`src/fpme_pkg.sv`:
```
// Functional notes
// - Boot swap during self programming moves option bytes to 010C0H
// - Half-duplex single-wire UART on tool pin
// - Bit rate between 115200 and 1000000 bps; BAUD_BPS is not range-checked and the bench runs at 10_000_000
// - Unused pins held at reset state in programming mode
// - Mode pin pulled down during reset
// - Mode pin tied low blocks all rewriting
// - Control register top bit switches termination to pull-up outside programming mode
// - Pin high at release selects programming mode
// - Reset clears control register, top bit pull-up
package fpme_pkg;
    // Core clock rate
    localparam int unsigned CLK_HZ = 100_000_000;
    // Legal serial bit rates
    localparam int unsigned BAUD_MIN_BPS = 115_200;
    localparam int unsigned BAUD_MAX_BPS = 1_000_000;
    // Option byte block bases, byte addresses
    localparam logic [19:0] OPT_BASE_NORMAL = 20'h000C0;
    localparam logic [19:0] OPT_BASE_SWAP = 20'h010C0;
    // Control register reset value and pull-up field position
    localparam logic [7:0] BACKGROUND_EVENT_CONTROL_RESET = 8'h00;
    localparam int unsigned PULLUP_BIT = 7;
    // Cycles after release before the filtered pin is trusted
    localparam logic [1:0] MODE_SETTLE_CYC = 2'h3;
    // Frame layout: start, eight data, stop
    localparam logic [3:0] UART_LAST_DATA = 4'h8;
    localparam logic [3:0] UART_STOP_IDX = 4'h9;

    // Serial engine states, one-hot
    typedef enum logic [2:0] {
        FPME_U_IDLE = 3'b001,
        FPME_U_RX = 3'b010,
        FPME_U_TX = 3'b100
    } fpme_ustate_t;

    // Whole state of the top module
    typedef struct packed {
        logic [2:0] msync;
        logic mode_filt;
        logic [2:0] tsync;
        logic tool_filt;
        logic [1:0] settle;
        logic mode_latched;
        logic prog_mode;
        logic [7:0] background_event_control;
        logic [19:0] opt_addr;
        logic flash_wr_en;
        logic pull_up;
        logic pull_down;
        logic hold_pins;
    } fpme_top_state_t;

    // Whole state of the serial engine
    typedef struct packed {
        fpme_ustate_t st;
        logic [15:0] cnt;
        logic [3:0] bit_idx;
        logic [7:0] shreg;
        logic [7:0] rx_data;
        logic rx_valid;
        logic rx_err;
        logic tx_line;
        logic tx_oe;
    } fpme_uart_state_t;
endpackage : fpme_pkg

```
`src/fpme_link_if.sv`:
```
`timescale 1ns/10ps
// Carrier between the mode controller and the serial engine
interface fpme_link_if;
    logic enable; // Engine may run (programming mode only)
    logic rx_line; // Filtered tool pin level
    logic tx_line; // Level to drive on the tool pin
    logic tx_oe; // High while the engine drives the pin
    logic [7:0] rx_data; // Last received byte
    logic rx_valid; // One-cycle pulse with rx_data
    logic rx_err; // Stop bit of that byte was low
    logic [7:0] tx_data; // Byte to send
    logic tx_start; // Request to send tx_data
    logic tx_busy; // Engine not idle

    modport ctrl (
        output enable, rx_line, tx_data, tx_start,
        input tx_line, tx_oe, rx_data, rx_valid, rx_err, tx_busy
    );
    modport uart (
        input enable, rx_line, tx_data, tx_start,
        output tx_line, tx_oe, rx_data, rx_valid, rx_err, tx_busy
    );
endinterface : fpme_link_if

```
`src/fpme_top.sv`:
```
`timescale 1ns/10ps
// Boot mode selection, mode pin termination, option remap and tool link
module fpme_top #(
    parameter int unsigned BAUD_BPS = fpme_pkg::BAUD_MAX_BPS
) (
    input wire logic sys_clk_i,
    input wire logic resetn_i,
    input wire logic mode_select_pin_i, // Mode pin level
    output logic mode_pin_pull_down_en_o, // Internal pull-down on
    output logic mode_pin_pull_up_en_o, // Internal pull-up on
    input wire logic background_event_control_wr_i, // Write strobe of control register
    input wire logic [7:0] background_event_control_wdata_i, // Write data
    output logic [7:0] background_event_control_o, // Register value
    input wire logic self_prog_i, // Self programming in progress
    input wire logic boot_swap_i, // Boot swap active
    input wire logic [1:0] opt_index_i, // Option byte number 0..3
    output logic [19:0] opt_addr_o, // Fetch address of that byte
    output logic prog_mode_o, // Programming mode latched
    output logic mode_valid_o, // Mode decision taken
    output logic hold_pins_o, // Non-programming pins at reset state
    output logic flash_write_en_o, // Rewriting allowed
    input wire logic tool_serial_pin_i, // Tool pin level
    output logic tool_serial_pin_o, // Tool pin drive level
    output logic tool_serial_pin_oe_o, // High while driving tool pin
    output logic [7:0] rx_data_o,
    output logic rx_valid_o,
    output logic rx_err_o,
    input wire logic [7:0] tx_data_i,
    input wire logic tx_start_i,
    output logic tx_busy_o
);
    import fpme_pkg::*;

    fpme_top_state_t s_reg; // Registered state
    fpme_top_state_t s_next; // Next state
    fpme_link_if link (); // Carrier to the serial engine

    // Serial engine; only alive in programming mode
    fpme_uart #(
        .BAUD_BPS(BAUD_BPS)
    ) u_uart (
        .sys_clk_i(sys_clk_i),
        .resetn_i(resetn_i),
        .link(link)
    );

    assign link.enable = s_reg.prog_mode;
    assign link.rx_line = s_reg.tool_filt;
    assign link.tx_data = tx_data_i;
    assign link.tx_start = tx_start_i & s_reg.prog_mode;

    // Outputs from flops
    assign mode_pin_pull_down_en_o = s_reg.pull_down;
    assign mode_pin_pull_up_en_o = s_reg.pull_up;
    assign background_event_control_o = s_reg.background_event_control;
    assign opt_addr_o = s_reg.opt_addr;
    assign prog_mode_o = s_reg.prog_mode;
    assign mode_valid_o = s_reg.mode_latched;
    assign hold_pins_o = s_reg.hold_pins;
    assign flash_write_en_o = s_reg.flash_wr_en;
    assign tool_serial_pin_o = link.tx_line;
    assign tool_serial_pin_oe_o = link.tx_oe;
    assign rx_data_o = link.rx_data;
    assign rx_valid_o = link.rx_valid;
    assign rx_err_o = link.rx_err;
    assign tx_busy_o = link.tx_busy;

    // Next-state logic
    always_comb begin
        s_next = s_reg;
        // Three-stage synchronisers; a change counts when 2nd and 3rd agree
        s_next.msync = {s_reg.msync[1:0], mode_select_pin_i};
        if (s_reg.msync[1] == s_reg.msync[2]) begin
            s_next.mode_filt = s_reg.msync[2];
        end
        s_next.tsync = {s_reg.tsync[1:0], tool_serial_pin_i};
        if (s_reg.tsync[1] == s_reg.tsync[2]) begin
            s_next.tool_filt = s_reg.tsync[2];
        end
        // Wait for the filter to fill before deciding the mode
        if (!s_reg.mode_latched) begin
            if (s_reg.settle == MODE_SETTLE_CYC) begin
                s_next.mode_latched = 1'b1;
                // Take the filter's new value: the registered copy is
                // still one edge behind the synchroniser at this point
                s_next.prog_mode = s_next.mode_filt;
            end else begin
                s_next.settle = 2'(s_reg.settle + 2'h1);
            end
        end
        // Only the pull-up select bit is writable; the rest read zero
        if (background_event_control_wr_i) begin
            s_next.background_event_control = BACKGROUND_EVENT_CONTROL_RESET;
            s_next.background_event_control[PULLUP_BIT] = background_event_control_wdata_i[PULLUP_BIT];
        end
        // Termination follows software; programming mode keeps pull-down
        s_next.pull_up = s_next.background_event_control[PULLUP_BIT] & ~s_next.prog_mode;
        s_next.pull_down = ~s_next.pull_up;
        // Option bytes come from the alternate block under boot swap during self programming
        if (self_prog_i && boot_swap_i) begin
            s_next.opt_addr = OPT_BASE_SWAP + {18'h00000, opt_index_i};
        end else begin
            s_next.opt_addr = OPT_BASE_NORMAL + {18'h00000, opt_index_i};
        end
        // A pin that stays low against the programmer or the pull-up is
        // taken as tied to ground; a weak board pull-down would also read
        // high here, which is why the pin must be tied hard to block
        if (!s_next.mode_latched) begin
            s_next.flash_wr_en = 1'b0;
        end else if (s_next.prog_mode) begin
            s_next.flash_wr_en = s_next.mode_filt;
        end else begin
            s_next.flash_wr_en = s_reg.mode_filt & s_reg.pull_up;
        end
        s_next.hold_pins = s_next.prog_mode;
    end

    // State register; reset leaves pull-down on and normal mode pending
    always_ff @(posedge sys_clk_i or negedge resetn_i) begin
        if (!resetn_i) begin
            s_reg <= '{
                opt_addr: OPT_BASE_NORMAL,
                background_event_control: BACKGROUND_EVENT_CONTROL_RESET,
                pull_down: 1'b1,
                tsync: 3'h7,
                tool_filt: 1'b1,
                default: '0
            };
        end else begin
            s_reg <= s_next;
        end
    end
endmodule : fpme_top

```
`src/fpme_uart.sv`:
```
`timescale 1ns/10ps
// Half-duplex single-wire serial engine, 8N1, LSB first
module fpme_uart #(
    parameter int unsigned BAUD_BPS = fpme_pkg::BAUD_MAX_BPS
) (
    input wire logic sys_clk_i,
    input wire logic resetn_i,
    fpme_link_if.uart link
);
    import fpme_pkg::*;

    // Cycles per bit and the offset that puts sampling mid-bit
    localparam logic [15:0] BIT_CYC = 16'(CLK_HZ / BAUD_BPS);
    localparam logic [15:0] HALF_CYC = 16'(CLK_HZ / BAUD_BPS / 2);

    fpme_uart_state_t s_reg; // Registered state
    fpme_uart_state_t s_next; // Next state

    // Outputs come straight from the state flops
    assign link.tx_line = s_reg.tx_line;
    assign link.tx_oe = s_reg.tx_oe;
    assign link.rx_data = s_reg.rx_data;
    assign link.rx_valid = s_reg.rx_valid;
    assign link.rx_err = s_reg.rx_err;
    assign link.tx_busy = ~s_reg.st[0];

    // Next-state logic; one direction at a time on the shared wire
    always_comb begin
        s_next = s_reg;
        s_next.rx_valid = 1'b0;
        unique case (s_reg.st)
            FPME_U_IDLE: begin
                s_next.tx_line = 1'b1;
                s_next.tx_oe = 1'b0;
                s_next.cnt = 16'h0000;
                s_next.bit_idx = 4'h0;
                if (!link.enable) begin
                    // Engine parked outside programming mode
                    s_next.st = FPME_U_IDLE;
                end else if (link.tx_start) begin
                    // Send wins over a start edge seen the same cycle
                    s_next.st = FPME_U_TX;
                    s_next.shreg = link.tx_data;
                    s_next.tx_line = 1'b0;
                    s_next.tx_oe = 1'b1;
                end else if (!link.rx_line) begin
                    s_next.st = FPME_U_RX;
                    s_next.cnt = HALF_CYC;
                end
            end
            FPME_U_RX: begin
                // Own transmissions never reach here, so no echo
                if (s_reg.cnt == BIT_CYC - 16'h0001) begin
                    s_next.cnt = 16'h0000;
                    s_next.bit_idx = 4'(s_reg.bit_idx + 4'h1);
                    if (s_reg.bit_idx == 4'h0) begin
                        // Glitch shorter than half a bit: drop it
                        if (link.rx_line) begin
                            s_next.st = FPME_U_IDLE;
                        end
                    end else if (s_reg.bit_idx <= UART_LAST_DATA) begin
                        s_next.shreg = {link.rx_line, s_reg.shreg[7:1]};
                    end else begin
                        // Mid stop bit: hand the byte over
                        s_next.rx_data = s_reg.shreg;
                        s_next.rx_valid = 1'b1;
                        s_next.rx_err = ~link.rx_line;
                        s_next.st = FPME_U_IDLE;
                    end
                end else begin
                    s_next.cnt = 16'(s_reg.cnt + 16'h0001);
                end
            end
            FPME_U_TX: begin
                if (s_reg.cnt == BIT_CYC - 16'h0001) begin
                    s_next.cnt = 16'h0000;
                    s_next.bit_idx = 4'(s_reg.bit_idx + 4'h1);
                    if (s_reg.bit_idx == UART_STOP_IDX) begin
                        // Release the wire after the stop bit
                        s_next.st = FPME_U_IDLE;
                        s_next.tx_oe = 1'b0;
                        s_next.tx_line = 1'b1;
                    end else if (s_reg.bit_idx < UART_LAST_DATA) begin
                        s_next.tx_line = s_reg.shreg[0];
                        s_next.shreg = {1'b0, s_reg.shreg[7:1]};
                    end else begin
                        s_next.tx_line = 1'b1;
                    end
                end else begin
                    s_next.cnt = 16'(s_reg.cnt + 16'h0001);
                end
            end
            default: begin
                // Illegal code: recover to idle, wire released
                s_next.st = FPME_U_IDLE;
                s_next.tx_oe = 1'b0;
                s_next.tx_line = 1'b1;
            end
        endcase
    end

    // State register
    always_ff @(posedge sys_clk_i or negedge resetn_i) begin
        if (!resetn_i) begin
            s_reg <= '{st: FPME_U_IDLE, tx_line: 1'b1, default: '0};
        end else begin
            s_reg <= s_next;
        end
    end
endmodule : fpme_uart

```
`config.mk`:
```
export PLATFORM = sky130hd
export DESIGN_NAME = fpme_top
export DESIGN_NICKNAME = d
export VERILOG_FILES = /design/src/fpme_pkg.sv /design/src/fpme_link_if.sv /design/src/fpme_top.sv /design/src/fpme_uart.sv
export SDC_FILE = /design/constraint.sdc
export NUM_CORES = 1
export LEC_CHECK = 0
export ABC_AREA = 1
export BUFFER_PORTS_ARGS = -buffer_cell sky130_fd_sc_hd__buf_2
export CAP_MARGIN = 5
export CORE_ASPECT_RATIO = 0.75
export CORE_UTILIZATION = 30
export CTS_CLUSTER_DIAMETER = 60
export DETAILED_ROUTE_END_ITERATION = 8
export PLACE_DENSITY = 0.49
export SETUP_SLACK_MARGIN = 0.4
export SKIP_LAST_GASP = 1
export SYNTH_ARGS = -nofsm -noshare
export SYNTH_HDL_FRONTEND = slang
export SYNTH_HIERARCHICAL = 1
export SYNTH_SLANG_ARGS = --single-unit
```
`constraint.sdc`:
```
create_clock -name sys_clk_i -period 4.1 [get_ports sys_clk_i]
set_input_delay 0.82 -clock sys_clk_i [delete_from_list [all_inputs] [get_ports sys_clk_i]]
set_output_delay 0.82 -clock sys_clk_i [all_outputs]
set_load 0.01 [all_outputs]
```
After elaboration in Yosys (flattened, before gate mapping) --
Cells that the tools add are included.
Word-level totals: register bits after elaboration 79, output and inout port bits 47, word-level logic and storage cells 108
Cells by class: add/sub/neg operators 5, magnitude comparators 2, equality and inequality tests 20, mux-type cells 38, bitwise gates (word level) 12, reductions and logical operators 10
Operator list (number):
- 28-bit one-hot mux with 3 select lines | 1
- 16-bit two-way mux | 3
- 8-bit two-way mux | 6
- 3-bit two-way mux | 8
- 22-bit two-way mux | 1
- 19-bit two-way mux | 1
- 18-bit two-way mux | 1
- 16-bit by 1-bit adder with 16-bit output, second input constant | 1
- 16-bit by 7-bit == test with 1-bit output, second input constant | 1
- 13-bit by 2-bit adder with 14-bit output, first input constant | 1
- 14-bit two-way mux | 1
- 12-bit two-way mux | 1
- 2-bit two-way mux | 6
- 10-bit two-way mux | 1
- 2-bit by 1-bit != test with 1-bit output, second input constant | 5
- 8-bit by 2-bit adder with 9-bit output, first input constant | 1
- 1-bit NOT | 9
- 3-bit one-hot mux with 3 select lines | 1
- 9-bit AND reduction | 1
- 2-bit != test, second input constant | 4
- 1-bit two-way mux | 6
- 2-bit one-hot mux with 3 select lines | 1
- 3-bit AND reduction | 2
- 6-bit AND reduction | 1
- other kinds (19) | 23

Longest topological paths before layout --
depth after elaboration 7, gate-level depth with buffers 11, mapped depth without buffers 11

By module --
The synthesis kept the hierarchy.
Modules (own cells, without submodules):
- fpme_uart | instances 1, cells each 384, area each 2758.9 sq um, seq. area each 1078.5 sq um
- fpme_top | instances 1, cells each 84, area each 880.8 sq um, seq. area each 481.7 sq um

Least setup slack after synthesis --
OpenSTA, ideal clock, no wires.
path kind input to register, start input port tx_start_i, end register u_uart/s_reg[28] (netlist name), setup time 0.117 ns, arrival time 1.495 ns, slack 2.489 ns, cell stages on the path 8, path through nand2_1 > inv_1 > inv_1 > nand2_1 > nor2_1 > o21ai_0 > o21a_1 > nor2_1
On the way: longest elaborated chain between the ends 4
RTL lines:
- from (decl) | line fpme_top.sv:29 | input wire logic tx_start_i,
- 1-bit bitwise AND | line fpme_top.sv:50 | assign link.tx_start = tx_start_i & s_reg.prog_mode;
- via link.tx_start | line fpme_link_if.sv:12 | logic tx_start;
- 16-bit two-way mux | line fpme_uart.sv:40 | end else if (link.tx_start) begin
- 16-bit two-way mux | line fpme_uart.sv:37 | if (!link.enable) begin
- 28-bit one-hot mux with 3 select lines | line fpme_uart.sv:31 | unique case (s_reg.st)
- to (signal assigned) | line fpme_uart.sv:107 | s_reg <= s_next;
- to (decl) | line fpme_uart.sv:16 | fpme_uart_state_t s_reg;
The timed path passes the listed nets, and every way through them passes these cells. A chain may end at the register's enable or synchronous reset.

Final worst setup path --
start register u_uart/s_reg[24] (netlist name), end register u_uart/s_reg[12] (netlist name)
On the way: longest elaborated chain between the ends 3, elaborated cells between the ends (all ways) 4, those cells by class 3 x eq/ne; 1 x reduce/logical
RTL lines (line):
- 16-bit by 7-bit == test with 1-bit output * | fpme_uart.sv:53, fpme_uart.sv:75
- 2-bit by 1-bit != test with 1-bit output (no source line)
- 9-bit AND reduction (no source line) *
Mark *: on every way between the ends. The rest lies on a longest branch, timed or not.

==> out/summary.txt <==
Startpoint types: flop
Status: finished clean
Post-DP HPWL: 5870 um
Inserted Clock Buffers: 9
Fmax: 465 MHz
RSZ-0062 raised after global routing: no
Avg Cell Area, Syn: 7.78 um^2
Arrival time of the worst setup path: 2.41 ns
Die height: 97.4 um
Synth Instances: 468
Crit path top cell by count: nand2_1
Lkg Pwr: 2.07 nW
Vias: 2,971
Slew margin rel.: 0.358
Final min period: 2.15 ns
First-pass GRT wire length: 14,300 um
Cts hold-fix bufs: 0
Largest register FFs: 31
Wirelength per Cell: 12.5 um
Multi-input gate area: 1620 um^2
Most frequent cells in the layout: nand2_1, dfrtp_1, inv_1
Largest net degree at the start of global routing: 41
Critical path endpoint category: flop
Seq/Total Area, Yosys: 0.429
Fillers: 1,265
Maximum capacitance violations: 0
Synth unique cells: 35
Htree depth: 3
Clock slew at reported path FFs: 0.05 ns
Core ar.: 11,700 um^2
Final setup TNS: 0 ns
Data required time of the worst path: 4.36 ns
Final nets: 531
Area grow syn2layout: 12.1%
DRC viols: 0
Yosys warns: 6
Worst Clk Skew: 0.00790 ns
Critical path buffer and inverter count: 1
Initial antenna violation count: 0
Initial DRC count: 149
Clk root buf: clkbuf_16
Critical Path Slowest Stage Cell: nand2_1
Grt total ovfl: 0
Sequential standard cell area: 1560 um^2
TritonRoute pass-1 iters: 5
Clk Latency, worst-skew pair: 0.32 ns
# IOs: 73
# rows: 34
Cell Area, Synth: 3640 um^2
Detail Route Antenna Nets: 0
Peak supply drop: 0.000307 V
Postcts setup bufs: 0
CTS tree: done
N_diodes: 0
RD Place Congestion: 0.814
Crit-path cells: ha_1, inv_1, nor2_1, nand2_1, nor2_1, nand2_1, nand2_1, nand2_2, nor2_4, nand2_1, nand2_1
Post-DR vias/cell: 4.45
# resized after CTS: 0
Starting density of the core: 0.311
Critical path type: flop to flop
Share of layout cells above drive strength 1: 0.218
Pin slew with the least headroom to its limit: 0.963 ns
Setup violators final: 0
End-of-flow core utilization: 0.349
Port Buffers: 41
Final period util: 0.525
Hold Vio Cnt, Final: 0
Max Transition Viols Final: 0
Min-delay worst type: flop to flop
Yosys reg bits: 62
Overall die width: 129 um
Die area: 12,600 um^2
Largest fanout on the critical path: 13
Commonest non-fill, non-tap cell in the layout: nand2_1
Clock sink count: 62
Top delay family on crit path: simple AND/OR/NAND/NOR gates
Vias in the first global route: 2,955
WL final: 8360 um
Power per cell area: 542 nW/um^2
Max clock buf depth: 2
Crit-path max cell delay: 0.40 ns
Overall Global Routing Usage: 0.146
[final timing paths]
path                       depth (start not counted)                                 end  slack (ns)                         start
setup / recovery                                  11        u_uart/s_reg[12]$_DFFE_PN0P_        1.95  u_uart/s_reg[24]$_DFFE_PN0N_
hold / removal                                     0                s_next[39]$_DFF_PN1_        0.35          s_next[38]$_DFF_PN1_
setup reg to reg                                  11        u_uart/s_reg[12]$_DFFE_PN0P_        1.95  u_uart/s_reg[24]$_DFFE_PN0N_
hold reg to reg                                    0                s_next[39]$_DFF_PN1_        0.35          s_next[38]$_DFF_PN1_
max in group asynchronous                          2        u_uart/s_reg[40]$_DFFE_PN1P_        2.60                      resetn_i
min in group asynchronous                          1  u_uart/link.rx_data[4]$_DFFE_PN0P_        0.66                      resetn_i
[synth_stat cells, drive strengths merged]
cell type  count  area, um^2
maj3           1        10.0
o31ai          1        7.51
clkbuf         1        3.75
nand2        141         547
o2111ai        4        35.0
nand3         34         203
nor2          40         205
o21a           2        15.0
or2            1        6.26
clkinv         1        3.75
nand4         16         100
a21oi         11        55.1
o211ai         1        7.51
and2           2        16.3
buf           43         317
o22ai          2        12.5
inv           59         221
nor3           5        25.0
dfstp          7         184
ha             5        62.6
o21ai         29         175
xor2           5        43.8
dfrtp         55        1380
conb           2        7.51
[stage by stage]
stage	cells	instance area, um^2	total power, W	hold slack (ns)	worst slack [ns]
after floorplan	490	3720	0.00137	0.331	2.49
after global placement	651	3820	0.00155	0.337	1.97
after detailed placement	651	3820	0.00156	0.347	1.95
after CTS	667	4080	0.00224	0.354	1.93
after global routing	667	4080	0.00239	0.358	1.72
final	667	4080	0.00221	0.353	1.95
[layout make-up]
type | count | area share
multi-input combinational | 324 | 0.396
sequential | 62 | 0.383
clock buffer | 14 | 0.0598
inverter | 60 | 0.0552
timing repair buffer | 43 | 0.0540
tap | 162 | 0.0497
clock inverter | 2 | 0.00245
[logic make-up (layout without fill, tap and decap cells)]
group                    after synthesis  count (layout)  share of synthesized area
XOR/XNOR                               5               5                     0.0120
adder cells (fa/ha/maj)                6               6                     0.0199
AND/OR/NAND/NOR                      239             239                      0.303
other                                  2              24                    0.00206
flip-flops                            62              62                      0.429
buffers and inverters                104             119                      0.150
AO/OA/AOI/OAI                         50              50                     0.0846
[report_power, final]
part / internal (W) / switching, W
clock network: 0.000407 / 0.000254
registers: 0.000718 / 0.0000704
logic: 0.000207 / 0.000556
total: 0.00133 / 0.000880
[per-layer routing]
metal	vias up	routed length (um)	track usage
met5	-	0	0
met4	0	56	0.0443
met3	7	432	0.0396
met2	84	3520	0.220
met1	1383	4350	0.202
li1	1497	-	-
(Power assumes the default switching activity.)
